## config.mk

```make
export PLATFORM = sky130hd
export DESIGN_NAME = rtcam_top
export DESIGN_NICKNAME = d
export VERILOG_FILES = /design/src/hw/rtcam_top.v /design/src/hw/rtcam_flag.v
export VERILOG_INCLUDE_DIRS = /design/src /design/src/hw
export SDC_FILE = /design/constraint.sdc
export NUM_CORES = 1
export LEC_CHECK = 0
export ABC_AREA = 1
export BUFFER_PORTS_ARGS = -buffer_cell sky130_fd_sc_hd__buf_4
export CAP_MARGIN = 20
export CORE_MARGIN = 2
export CORE_UTILIZATION = 57
export CTS_CLUSTER_SIZE = 25
export DETAILED_ROUTE_END_ITERATION = 6
export PLACE_DENSITY = 0.9
export SYNTH_ARGS = -nofsm -noshare
export SYNTH_HDL_FRONTEND = slang
export SYNTH_SLANG_ARGS = --single-unit
```

## constraint.sdc

```tcl
create_clock -name clk -period 4.6 [get_ports clk]
set_input_delay 1.15 -clock clk [delete_from_list [all_inputs] [get_ports clk]]
set_output_delay 1.15 -clock clk [all_outputs]
set_load 0.005 [all_outputs]
```

## src/hw/rtcam_defines.vh

```
// Register map, field positions and reset values of the dual alarm block.
// Operation
// - Alarm-1 bytes mirror time bytes, MSB enables.
// - All alarm-1 enables off: event every second.
// - Alarm-1 fires when all enabled fields match.
// - Any combination of six alarm-1 enables accepted.
// - Alarm-1 flag cleared by zero write, autoclear.
// - Alarm-1 match sets flag, pulls pin low.
// - Alarm-1 compared on each new seconds value.
// - Alarm-2 has minute, hour, day-or-date bytes only.
// - All alarm-2 enables off: event every minute.
// - Day-or-date selector picks weekday or date.
// - Alarm-2 flag set when enabled fields match.
// - Alarm-2 flag cleared by zero write, autoclear.
// - Alarm-2 compared on each new minutes value.
// - Autoclear clears both flags after status read.
// - Hour match needs identical 12/24 format bit.
// - Alarm 2 never drives the interrupt pin.
// - Pin is interrupt only with route and select.
`ifndef RTCAM_DEFINES_VH
`define RTCAM_DEFINES_VH

// Register addresses.
`define RTCAM_ADDR_STATUS     8'h07
`define RTCAM_ADDR_INTCTL     8'h08
`define RTCAM_ADDR_A1_SECOND  8'h0c
`define RTCAM_ADDR_A1_MINUTE  8'h0d
`define RTCAM_ADDR_A1_HOUR    8'h0e
`define RTCAM_ADDR_A1_DATE    8'h0f
`define RTCAM_ADDR_A1_MONTH   8'h10
`define RTCAM_ADDR_A1_WEEKDAY 8'h11
`define RTCAM_ADDR_A2_MINUTE  8'h12
`define RTCAM_ADDR_A2_HOUR    8'h13
`define RTCAM_ADDR_A2_DAYDATE 8'h14

// Status register bit positions.
`define RTCAM_SR_AUTOCLR 7
`define RTCAM_SR_FLAG1   2
`define RTCAM_SR_FLAG2   1

// Interrupt control register bit positions.
`define RTCAM_INT_ALM1ON 6
`define RTCAM_INT_ALM2ON 5
`define RTCAM_INT_FO_HI  4
`define RTCAM_INT_FO_LO  3
`define RTCAM_INT_IRQSEL 2
`define RTCAM_INT_ROUTE  0

// Alarm byte fields.
`define RTCAM_ALM_EN      7
`define RTCAM_ALM_DAYSEL  6
`define RTCAM_HOUR_FMT    6

// Reset values and the seconds value that starts a minute.
`define RTCAM_RST_ALARM   8'h00
`define RTCAM_RST_FOSEL   2'h3
`define RTCAM_SECONDS_ZERO 8'h00

`endif

```

## src/hw/rtcam_top.v

```verilog
// Dual alarm compare block with status, control and shared pin logic.
`timescale 1ns/1ns
`include "rtcam_defines.vh"
module rtcam_top (
  // Clock and reset.
  input  wire       clk,
  input  wire       rst,
  // Register port from the serial slave.
  input  wire [7:0] reg_addr,
  input  wire [7:0] reg_wdata,
  input  wire       reg_wr,
  input  wire       reg_rd,
  input  wire       sr_read_stop,
  output reg  [7:0] reg_rdata_r,
  // Time base from the timekeeping counters.
  input  wire       sec_tick,
  input  wire [7:0] time_sec,
  input  wire [7:0] time_min,
  input  wire [7:0] time_hour,
  input  wire [7:0] time_date,
  input  wire [7:0] time_month,
  input  wire [7:0] weekday_count,
  // Shared interrupt and frequency pin.
  output reg        irq_pin_o_r,
  output reg        irq_pin_oe_n_r,
  output reg        fout_en_r,
  output reg  [1:0] fout_sel_r,
  // Alarm state.
  output wire       first_alarm_flag,
  output wire       second_alarm_flag,
  output reg        first_alarm_event_r,
  output reg        second_alarm_event_r
);

  // Alarm 1 bytes.
  reg  [7:0] alarm1_second_r;
  reg  [7:0] alarm1_minute_r;
  reg  [7:0] alarm1_hour_r;
  reg  [7:0] alarm1_date_r;
  reg  [7:0] alarm1_month_r;
  reg  [7:0] alarm1_weekday_r;
  // Alarm 2 bytes.
  reg  [7:0] alarm2_minute_r;
  reg  [7:0] alarm2_hour_r;
  reg  [7:0] alarm2_day_or_date_r;
  // Control bits.
  reg        flag_autoclear_on_read_r;
  reg        first_alarm_global_on_r;
  reg        second_alarm_global_on_r;
  reg        pin_irq_select_r;
  reg        first_alarm_pin_route_r;
  reg  [1:0] fo_sel_r;
  // Match terms.
  wire [5:0] a1_hit;
  wire [2:0] a2_hit;
  wire       a1_match;
  wire       a2_match;
  wire       a1_set;
  wire       a2_set;
  wire       at_minute;
  // Clear terms.
  wire       wr_status;
  wire       autoclear;
  wire       clr1;
  wire       clr2;
  // Pin terms and the next read data.
  wire       pin_irq_mode;
  wire       pin_freq_mode;
  reg  [7:0] rdata_nxt;

  // A field hits when disabled or when the value bits agree.
  // The hour value bits include the 12/24 select, so a format
  // mismatch can never hit an enabled hour field.
  // The enable bit itself is never part of the value compare.
  function field_hit;
    input [7:0] alm;
    input [7:0] tim;
    begin
      field_hit = !alm[`RTCAM_ALM_EN] || (alm[6:0] == tim[6:0]);
    end
  endfunction

  // The day-or-date byte compares either weekday or date.
  // Bit 6 is the selector itself, so only bits 5 to 0 carry the
  // value; both the weekday and the date fit in that width.
  function daydate_hit;
    input [7:0] alm;
    input [7:0] wday;
    input [7:0] date;
    begin
      if (!alm[`RTCAM_ALM_EN]) begin
        daydate_hit = 1'b1;
      end else if (alm[`RTCAM_ALM_DAYSEL]) begin
        daydate_hit = (alm[5:0] == wday[5:0]);
      end else begin
        daydate_hit = (alm[5:0] == date[5:0]);
      end
    end
  endfunction

  // Address decode for a write strobe.
  // Every register write goes through this one compare.
  function wr_hit;
    input [7:0] addr;
    input [7:0] target;
    input       wr;
    begin
      wr_hit = wr && (addr == target);
    end
  endfunction

  // A flag clears on a completed status read with autoclear on,
  // or on a status write that holds a zero in its flag bit.
  // Writing a one to a flag bit must never touch it.
  function flag_clear;
    input auto_hit;
    input wr;
    input bit_val;
    begin
      flag_clear = auto_hit || (wr && !bit_val);
    end
  endfunction

  // Per-field alarm 1 compare against the freshly updated time.
  // The hour compare carries the format rule; the others check the value only.
  assign a1_hit[0] = field_hit(alarm1_second_r, time_sec);
  assign a1_hit[1] = field_hit(alarm1_minute_r, time_min);
  assign a1_hit[2] = field_hit(alarm1_hour_r, time_hour);
  assign a1_hit[3] = field_hit(alarm1_date_r, time_date);
  assign a1_hit[4] = field_hit(alarm1_month_r, time_month);
  assign a1_hit[5] = field_hit(alarm1_weekday_r, weekday_count);

  // All enables off leaves every field hitting, so each tick fires.
  assign a1_match = &a1_hit;

  // Alarm 1 is looked at once per seconds update. The time inputs hold
  // the new value from one tick to the next; comparing between ticks would
  // raise the alarm again on every clock of a matching second.
  assign a1_set = first_alarm_global_on_r && sec_tick && a1_match;

  // Per-field alarm 2 compare; there is no seconds byte.
  assign a2_hit[0] = field_hit(alarm2_minute_r, time_min);
  assign a2_hit[1] = field_hit(alarm2_hour_r, time_hour);
  assign a2_hit[2] = daydate_hit(alarm2_day_or_date_r, weekday_count, time_date);

  // All enables off leaves a hit on every minute.
  assign a2_match = &a2_hit;

  // The seconds byte reads zero only in the tick that starts a minute.
  assign at_minute = (time_sec == `RTCAM_SECONDS_ZERO);

  // Alarm 2 is looked at only when the seconds reach zero. Without
  // this check an alarm 2 with every field disabled would fire on
  // each second of the minute instead of once per minute.
  assign a2_set = second_alarm_global_on_r && sec_tick &&
                  at_minute && a2_match;

  // A status write of zero clears a flag; a one leaves it alone.
  // Bit 7 of the same write stores the autoclear control.
  assign wr_status = wr_hit(reg_addr, `RTCAM_ADDR_STATUS, reg_wr);

  // Autoclear acts on a completed status read only when enabled.
  // The stop pulse comes only after a valid status read, so other
  // reads leave the flags alone.
  assign autoclear = flag_autoclear_on_read_r && sr_read_stop;

  // Clear requests for each flag. The set request wins inside the flag
  // module, so a match in the clearing cycle is never lost.
  assign clr1 = flag_clear(autoclear, wr_status, reg_wdata[`RTCAM_SR_FLAG1]);
  assign clr2 = flag_clear(autoclear, wr_status, reg_wdata[`RTCAM_SR_FLAG2]);

  // Alarm 1 flag.
  // It feeds the status byte and the pin, which follows one clock later.
  rtcam_flag u_flag1 (
    .clk    (clk),
    .rst    (rst),
    .set    (a1_set),
    .clr    (clr1),
    .flag_r (first_alarm_flag)
  );

  // Alarm 2 flag.
  // It reaches only the status byte.
  rtcam_flag u_flag2 (
    .clk    (clk),
    .rst    (rst),
    .set    (a2_set),
    .clr    (clr2),
    .flag_r (second_alarm_flag)
  );

  // Alarm 1 register writes.
  // Each byte is stored whole with its enable in bit 7, so a read
  // returns exactly what was written.
  always @(posedge clk or posedge rst) begin
    if (rst) begin
      alarm1_second_r  <= `RTCAM_RST_ALARM;
      alarm1_minute_r  <= `RTCAM_RST_ALARM;
      alarm1_hour_r    <= `RTCAM_RST_ALARM;
      alarm1_date_r    <= `RTCAM_RST_ALARM;
      alarm1_month_r   <= `RTCAM_RST_ALARM;
      alarm1_weekday_r <= `RTCAM_RST_ALARM;
    end else begin
      if (wr_hit(reg_addr, `RTCAM_ADDR_A1_SECOND, reg_wr)) begin
        alarm1_second_r <= reg_wdata;
      end
      if (wr_hit(reg_addr, `RTCAM_ADDR_A1_MINUTE, reg_wr)) begin
        alarm1_minute_r <= reg_wdata;
      end
      if (wr_hit(reg_addr, `RTCAM_ADDR_A1_HOUR, reg_wr)) begin
        alarm1_hour_r <= reg_wdata;
      end
      if (wr_hit(reg_addr, `RTCAM_ADDR_A1_DATE, reg_wr)) begin
        alarm1_date_r <= reg_wdata;
      end
      if (wr_hit(reg_addr, `RTCAM_ADDR_A1_MONTH, reg_wr)) begin
        alarm1_month_r <= reg_wdata;
      end
      if (wr_hit(reg_addr, `RTCAM_ADDR_A1_WEEKDAY, reg_wr)) begin
        alarm1_weekday_r <= reg_wdata;
      end
    end
  end

  // Alarm 2 register writes.
  always @(posedge clk or posedge rst) begin
    if (rst) begin
      alarm2_minute_r      <= `RTCAM_RST_ALARM;
      alarm2_hour_r        <= `RTCAM_RST_ALARM;
      alarm2_day_or_date_r <= `RTCAM_RST_ALARM;
    end else begin
      if (wr_hit(reg_addr, `RTCAM_ADDR_A2_MINUTE, reg_wr)) begin
        alarm2_minute_r <= reg_wdata;
      end
      if (wr_hit(reg_addr, `RTCAM_ADDR_A2_HOUR, reg_wr)) begin
        alarm2_hour_r <= reg_wdata;
      end
      if (wr_hit(reg_addr, `RTCAM_ADDR_A2_DAYDATE, reg_wr)) begin
        alarm2_day_or_date_r <= reg_wdata;
      end
    end
  end

  // Status and interrupt control writes.
  // Control bits 7 and 1 have no storage and read back as zero.
  // The flag bits of the status byte are handled by the clear logic.
  always @(posedge clk or posedge rst) begin
    if (rst) begin
      flag_autoclear_on_read_r <= 1'b0;
      first_alarm_global_on_r  <= 1'b0;
      second_alarm_global_on_r <= 1'b0;
      pin_irq_select_r         <= 1'b0;
      first_alarm_pin_route_r  <= 1'b0;
      fo_sel_r                 <= `RTCAM_RST_FOSEL;
    end else begin
      if (wr_status) begin
        flag_autoclear_on_read_r <= reg_wdata[`RTCAM_SR_AUTOCLR];
      end
      if (wr_hit(reg_addr, `RTCAM_ADDR_INTCTL, reg_wr)) begin
        first_alarm_global_on_r  <= reg_wdata[`RTCAM_INT_ALM1ON];
        second_alarm_global_on_r <= reg_wdata[`RTCAM_INT_ALM2ON];
        fo_sel_r                 <= reg_wdata[`RTCAM_INT_FO_HI:`RTCAM_INT_FO_LO];
        pin_irq_select_r         <= reg_wdata[`RTCAM_INT_IRQSEL];
        first_alarm_pin_route_r  <= reg_wdata[`RTCAM_INT_ROUTE];
      end
    end
  end

  // Read data mux; unmapped and unused bits read as zero.
  always @* begin
    rdata_nxt = 8'h00;
    case (reg_addr)
      `RTCAM_ADDR_STATUS: begin
        rdata_nxt[`RTCAM_SR_AUTOCLR] = flag_autoclear_on_read_r;
        rdata_nxt[`RTCAM_SR_FLAG1]   = first_alarm_flag;
        rdata_nxt[`RTCAM_SR_FLAG2]   = second_alarm_flag;
      end
      `RTCAM_ADDR_INTCTL: begin
        rdata_nxt[`RTCAM_INT_ALM1ON] = first_alarm_global_on_r;
        rdata_nxt[`RTCAM_INT_ALM2ON] = second_alarm_global_on_r;
        rdata_nxt[`RTCAM_INT_FO_HI:`RTCAM_INT_FO_LO] = fo_sel_r;
        rdata_nxt[`RTCAM_INT_IRQSEL] = pin_irq_select_r;
        rdata_nxt[`RTCAM_INT_ROUTE]  = first_alarm_pin_route_r;
      end
      `RTCAM_ADDR_A1_SECOND:  rdata_nxt = alarm1_second_r;
      `RTCAM_ADDR_A1_MINUTE:  rdata_nxt = alarm1_minute_r;
      `RTCAM_ADDR_A1_HOUR:    rdata_nxt = alarm1_hour_r;
      `RTCAM_ADDR_A1_DATE:    rdata_nxt = alarm1_date_r;
      `RTCAM_ADDR_A1_MONTH:   rdata_nxt = alarm1_month_r;
      `RTCAM_ADDR_A1_WEEKDAY: rdata_nxt = alarm1_weekday_r;
      `RTCAM_ADDR_A2_MINUTE:  rdata_nxt = alarm2_minute_r;
      `RTCAM_ADDR_A2_HOUR:    rdata_nxt = alarm2_hour_r;
      `RTCAM_ADDR_A2_DAYDATE: rdata_nxt = alarm2_day_or_date_r;
      default:                rdata_nxt = 8'h00;
    endcase
  end

  // Read data is captured on the read strobe and then held.
  // The serial slave shifts the byte out over many clocks, so the
  // data must not follow later changes of the address.
  always @(posedge clk or posedge rst) begin
    if (rst) begin
      reg_rdata_r <= 8'h00;
    end else if (reg_rd) begin
      reg_rdata_r <= rdata_nxt;
    end
  end

  // Interrupt mode needs the route and select bits together; frequency mode follows the select bit alone.
  // The frequency itself is divided outside; this block only enables it.
  assign pin_irq_mode  = first_alarm_pin_route_r && pin_irq_select_r;
  assign pin_freq_mode = !pin_irq_select_r;

  // The pin is open drain: it only ever pulls low, and only for
  // alarm 1, so a second alarm flag has no path to it.
  // With route low and select high the pin floats: the drive stays
  // released and the frequency output is off. The pull-down lags the
  // flag by one clock because it comes from this output register.
  always @(posedge clk or posedge rst) begin
    if (rst) begin
      irq_pin_o_r    <= 1'b0;
      irq_pin_oe_n_r <= 1'b1;
      fout_en_r      <= 1'b1;
      fout_sel_r     <= `RTCAM_RST_FOSEL;
    end else begin
      irq_pin_o_r    <= 1'b0;
      irq_pin_oe_n_r <= !(pin_irq_mode && first_alarm_flag);
      fout_en_r      <= pin_freq_mode;
      fout_sel_r     <= fo_sel_r;
    end
  end

  // One-cycle event pulses mark each raised alarm.
  // They show every new match even while the sticky flag is
  // already set, which the flag alone cannot do.
  always @(posedge clk or posedge rst) begin
    if (rst) begin
      first_alarm_event_r  <= 1'b0;
      second_alarm_event_r <= 1'b0;
    end else begin
      first_alarm_event_r  <= a1_set;
      second_alarm_event_r <= a2_set;
    end
  end

endmodule

```

## src/hw/rtcam_flag.v

```verilog
// Sticky alarm flag with set priority over clear.
`timescale 1ns/1ns
module rtcam_flag (
  // Clock and reset.
  input  wire clk,
  input  wire rst,
  // Set and clear requests.
  input  wire set,
  input  wire clr,
  // Flag state.
  output reg  flag_r
);

  reg flag_nxt;

  // A match in the clearing cycle keeps the flag set.
  always @* begin
    flag_nxt = flag_r;
    if (set) begin
      flag_nxt = 1'b1;
    end else if (clr) begin
      flag_nxt = 1'b0;
    end
  end

  // The flag holds its value between events.
  always @(posedge clk or posedge rst) begin
    if (rst) begin
      flag_r <= 1'b0;
    end else begin
      flag_r <= flag_nxt;
    end
  end

endmodule

```

==> results.cfg, run 1 <==
[critical_path]
r2r-end = u_flag2.flag_r$_DFFE_PP0P_
required_ns = 4.83
slowest_delay_ns = 0.71
crit_buf_inv = 3
r2r_cells = 9
worstPathArrival_ns = 3.12
crit_chain = buf_4 > inv_1 > nand2_1 > nor3_4 > buf_4 > nand3_1 > nor2_1 > nand2_1 > nand2_1 > o21ai_0
critPathLaunchType = input pin
path_max_fanout = 28
r2r_setup_slack_ns = 3.03
cp-end-kind = flop
reg2reg_from = alarm2_day_or_date_r[6]$_DFFE_PP0P_
cp_top_family = simple AND/OR/NAND/NOR gates
slowest_stage = nor3_4
timing_worst_setup_path_type = in2reg
path_depth = 10
cp_common_cell = nand2_1

[detailed_routing]
drt_pass1_iterations = 5
vias_per_cell = 5.35
drt_first_iter_violations = 479
avgRoutedWirePerCell_um = 14.8
ant_nets = 0
routed_wirelength_mm = 14.8
vias = 5366
drc_errors = 0

[pwr]
power.leakage_nw = 3.31
power_density_nw_per_um2 = 261
vdd_ir_drop_max_v = 0.000165
p_int_mw = 1.19
finalPower_mw = 1.66
p_seq_share_pct = 55.0
pwr-share-comb_pct = 13.3
p_sw_share_pct = 28.1
p_switching_mw = 0.465
clkPwrFrac_pct = 31.7

[cells_and_area]
fin_cells = 1003
fill_cells = 816
area_growth_pct = 15.9
diodes = 0
regArea_um2 = 2380
multi_input_area_um2 = 2610
final_util_pct = 68.4
fin_nets = 939
drive_gt1_share_pct = 13.3

[logic_synthesis]
synth_edf_count = 0
yosysTopAreaCell = dfrtp_1
synthArstFlopShare_pct = 100
ys_seq_area_share_pct = 43.5
synth_nets = 866
synth_commonest_cells = nand2_1 (294), inv_1 (97), o21ai_0 (93)
synth_fa_ha_area_share_pct = 0
synthCells = 796
yosysMostFrequentCell = nand2_1
syn_area_per_cell_um2 = 6.88
yosys-top-cells-area = dfrtp_1 (41%), nand2_1 (20%), o21ai_0 (8.5%)
yosys_register_bits = 95
yosys_warnings = 0
synthSimpleGateAreaFrac_pct = 33.6
synth_top_area_share_pct = 40.7
synth_top_family_by_area = simple AND/OR/NAND/NOR gates
synthFlopType = dfrtp_1
synth.mux.area_fraction_pct = 0
synthXorXnorAreaFrac_pct = 4.48
synth_compound_area_share_pct = 9.59
synth_cell_types = 21
synth_area_um2 = 5480

[hold_path]
min_path_type = reg2reg
whs_path_depth = 0
hold-path-endpoint = fout_sel_r[1]$_DFF_PP1_
hold_start = fo_sel_r[1]$_DFFE_PP1P_

[global_route]
grt_pass1_wl_mm = 24.3
overflow = 0
antenna_found_initial = 0
grt_usage_pct = 30.8
grt_max_degree = 51
grt_pass1_vias = 4900

[clock_network]
postCtsHoldBufs = 0
ctsResizeCount = 0
worstSkewPairLatency_ns = 0.37
htreeDepth = 3
cts_buffers = 9
cts_num_sinks = 95
cts-root-buf = clkbuf_8
postCtsSetupRepairBufs = 0
cts_buffer_depth = 2
cts_tree = done
path_clk_slew_ns = 0.09

[floorplanning]
die-area_um2 = 10400
core_area_um2 = 9280
start_util_pct = 59.0
num_rows = 35
die_x_um = 102
die_h_um = 102
ios = 87

[timing]
finalClockSkew_ns = 0.00852
relSlewSlack_pct = 38.9
setup-tns-final_ns = 0
timing.hold.ws_ns = 0.382
slew_viol_final = 0
setup_violations = 0
period_minus_slack_ns = 2.89
rsz0062_at_grt = false
hold_viol_final = 0
period_share_pct = 62.8
fmax_mhz = 346
tightest_slew_ns = 0.914

[placement]
gp_congestion = 0.942
numPortBuffers = 80
dp.cells = 987
hpwl_mm = 11.1

[job]
max_cap_viol_count = 0

[status]
outcome = finished clean
[flip-flops by register name (all words and copies together), names as in the netlist, 2 cells and up]
name,count
alarm1_date_r,8
alarm1_hour_r,8
alarm1_minute_r,8
alarm1_month_r,8
alarm1_second_r,8
alarm1_weekday_r,8
alarm2_day_or_date_r,8
alarm2_hour_r,8
alarm2_minute_r,8
reg_rdata_r,8
fo_sel_r,2
fout_sel_r,2
[worst max path at each step]
stage | endpoint | slack, ns | start
after global routing | alarm2_hour_r[4]$_DFFE_PP0P_ | 1.50 | reg_addr[6]
after detailed placement | alarm2_day_or_date_r[4]$_DFFE_PP0P_ | 1.40 | reg_addr[6]
after floorplan | alarm1_date_r[0]$_DFFE_PP0P_ | 0.98 | rst
after CTS | alarm2_minute_r[3]$_DFFE_PP0P_ | 1.74 | reg_addr[6]
after global placement | alarm2_minute_r[4]$_DFFE_PP0P_ | 1.50 | reg_addr[6]
final | alarm2_minute_r[3]$_DFFE_PP0P_ | 1.71 | reg_addr[6]
[layer usage]
metal | vias to the layer above | share of wire (%) | global-route usage, %
met5 | - | 0 | 0
met4 | 0 | 3.7 | 13.0
met3 | 46 | 9.3 | 4.17
met2 | 269 | 46 | 47.9
met1 | 2425 | 41 | 44.0
li1 | 2626 | - | -
[stage by stage]
| step | setup slack [ns] | cell area [um2] |
|---|---|---|
| floorplan | 0.983 | 5480 |
| global placement | 1.50 | 6160 |
| detailed placement | 1.40 | 6160 |
| CTS | 1.74 | 6350 |
| global route | 1.50 | 6350 |
| finish | 1.71 | 6350 |
[layout by cell type, fill, tap and decap left out, types with 2 or more instances in the layout]
| cell type | count |
|---|---|
| nand2_1 | 294 |
| inv_1 | 96 |
| o21ai_0 | 93 |
| dfrtp_1 | 89 |
| nand3_1 | 87 |
| buf_4 | 85 |
| nor2_1 | 58 |
| xnor2_1 | 17 |
| xor2_1 | 11 |
| clkbuf_8 | 11 |
| nor2_2 | 7 |
| o211ai_1 | 6 |
| dfstp_2 | 6 |
| o21ai_1 | 3 |
| clkinv_2 | 2 |
| clkinvlp_4 | 2 |
[area by class of cell]
type / instances / area share (%)
multi-input combinational: 581 / 41.2
sequential: 95 / 37.6
timing repair buffer: 85 / 10.1
inverter: 97 / 5.76
tap: 129 / 2.54
clock buffer: 12 / 2.44
clock inverter: 4 / 0.453
[power by group through the flow]
stage | clock (mW) | combinational [mW] | sequential, mW
3_5_place_dp | 0 | 0.219 | 0.926
2_1_floorplan | 0 | 0.129 | 0.912
5_1_grt | 0.557 | 0.251 | 0.916
3_3_place_gp | 0 | 0.211 | 0.924
4_1_cts | 0.523 | 0.220 | 0.909
6_report | 0.525 | 0.221 | 0.911
[cell families (layout without fill, tap and decap cells)]
logic type,Yosys count,after routing
simple gates,450,450
flops,95,95
compound gates,102,102
other cells,1,1
xor+xnor,28,28
buf+inv,120,198
(Power assumes the default switching activity.)
==> run 2, diff against run 1 <==
==> constraint.sdc (replaced) <==
create_clock -name clk -period 2.74 [get_ports clk]
set_input_delay 0.685 -clock clk [delete_from_list [all_inputs] [get_ports clk]]
set_output_delay 0.685 -clock clk [all_outputs]
set_load 0.005 [all_outputs]
==> run 2 against run 1 <==
Effect of this change: critical path depth decreased by 4; clock-buffer cell count fell by 2; flip-flop and latch count is the same; die area did not move; sequential power rose by 68%; first-iteration DRC count down 3.5%; critical endpoint is now alarm2_day_or_date_r[4]$_DFFE_PP0P_.
==> results.cfg, run 2 (synthesized netlist as in run 1, its figures left out) <==
[status]
outcome = finished clean

[clock_network]
ctsResizeCount = 0
path_clk_slew_ns = 0.09
cts-root-buf = clkbuf_8
cts_tree = done
postCtsHoldBufs = 0
htreeDepth = 3
cts_buffers = 9
cts_num_sinks = 95
cts_buffer_depth = 2
worstSkewPairLatency_ns = 0.38
postCtsSetupRepairBufs = 0

[critical_path]
cp-end-kind = flop
r2r_setup_slack_ns = 1.16
slowest_delay_ns = 0.55
required_ns = 3.01
worstPathArrival_ns = 2.39
slowest_stage = nand3_1
critPathLaunchType = input pin
path_max_fanout = 17
timing_worst_setup_path_type = in2reg
crit_chain = buf_4 > inv_1 > nand2_1 > nor3_4 > nand3_1 > o21ai_0

[detailed_routing]
vias = 5229
drt_first_iter_violations = 462
routed_wirelength_mm = 14.9
ant_nets = 0
wl_met2_mm = 6.84
route.met3.wl_mm = 1.22
vias_per_cell = 5.21
drc_errors = 0
drt_pass1_iterations = 5
wl_met1_mm = 6.46
avgRoutedWirePerCell_um = 14.9
top_layer = met4

[global_route]
grt_usage_pct = 31.0
grt_pass1_vias = 4775
overflow = 0
grt_pass1_wl_mm = 24.2
antenna_found_initial = 0
grt_max_degree = 96

[floorplanning]
die_x_um = 102
ios = 87
num_rows = 35
die-area_um2 = 10400
core_area_um2 = 9280
start_util_pct = 59.0
die_h_um = 102

[cells_and_area]
drive_gt1_share_pct = 13.5
final_common_cell = nand2_1
multi_input_area_um2 = 2610
fin_nets = 940
regArea_um2 = 2380
final_cell_mix = nand2_1 (294), inv_1 (96), o21ai_0 (93)
area_growth_pct = 17.2
fill_cells = 781
diodes = 0

[timing]
hold_viol_final = 0
period_minus_slack_ns = 2.13
finalClockSkew_ns = 0.0144
slew_viol_final = 0
tightest_slew_ns = 0.612
timing.final.ws_setup_ns = 0.611
fmax_mhz = 470
setup-tns-final_ns = 0
setup_violations = 0
period_share_pct = 77.7
relSlewSlack_pct = 59.1
rsz0062_at_grt = false

[hold_path]
min_path_type = reg2reg

[placement]
gp_congestion = 0.953
numPortBuffers = 80
preCtsSetupSlack_ns = 0.380
hpwl_mm = 11.0

[pwr]
power.leakage_nw = 3.34
finalPower_mw = 2.96
power_density_nw_per_um2 = 461
vdd_ir_drop_max_v = 0.000395

[job]
max_cap_viol_count = 0
run 2: cell types whose count changed in the layout (fill, tap and decap cells not counted):
cell | previous run | this run
clkbuf_8 | 11 | 10
clkinv_4 | 0 | 3
bufinv_16 | 0 | 2
clkinv_2 | 2 | 0
inv_6 | 1 | 0
clkbuf_1 | 1 | 0
buf_12 | 0 | 1
run 2: area by class of cell:
type | instances | area share (%)
Tap cell | 129 | 2.52
Sequential cell | 95 | 37.2
Clock inverter | 6 | 1.46
Clock buffer | 10 | 2.14
Inverter | 97 | 5.73
Timing Repair Buffer | 86 | 10.3
Multi-Input combinational cell | 581 | 40.7
run 2: where the power goes:
part           internal, mW  switching, mW  total [mW]  leakage, nW
sequential             1.46         0.0666        1.53         1.29
combinational         0.157          0.217       0.374         1.94
clock                 0.543          0.513        1.06        0.113
run 2: stage by stage:
step                utilization (%)  cells  hold WS, ns  cell area (um2)
finish                         69.1   1004        0.384             6420
global route                   69.1   1004        0.387             6420
CTS                            69.1   1004        0.383             6420
detailed placement             66.6    988        0.367             6190
global placement               66.6    988        0.368             6190
floorplan                         -    796        0.361             5480
run 2: routing by layer:
layer / up-vias / track usage [%]
met5: - / 0
met2: 216 / 48.4
met3: 31 / 5.06
met4: 0 / 10.7
li1: 2627 / -
met1: 2355 / 44.3
run 2: path summary, 6_finish.rpt:
| kind | from | to | cells past startpoint |
|---|---|---|---|
| min reg2reg | fo_sel_r[1]$_DFFE_PP1P_ | fout_sel_r[1]$_DFF_PP1_ | 0 |
| min | fo_sel_r[1]$_DFFE_PP1P_ | fout_sel_r[1]$_DFF_PP1_ | 0 |
| max reg2reg | alarm2_day_or_date_r[6]$_DFFE_PP0P_ | u_flag2.flag_r$_DFFE_PP0P_ | 9 |
| max in group asynchronous | rst | fout_en_r$_DFF_PP1_ | 3 |
| min in group asynchronous | rst | alarm1_second_r[4]$_DFFE_PP0P_ | 3 |
| max | reg_addr[6] | alarm2_day_or_date_r[4]$_DFFE_PP0P_ | 6 |
run 2: critical path: cells and delay by family:
family / cells / cell delay, ns
buffers and inverters: 2 / 0.15
AND/OR/NAND/NOR: 3 / 1.15
AO/OA/AOI/OAI: 1 / 0.41
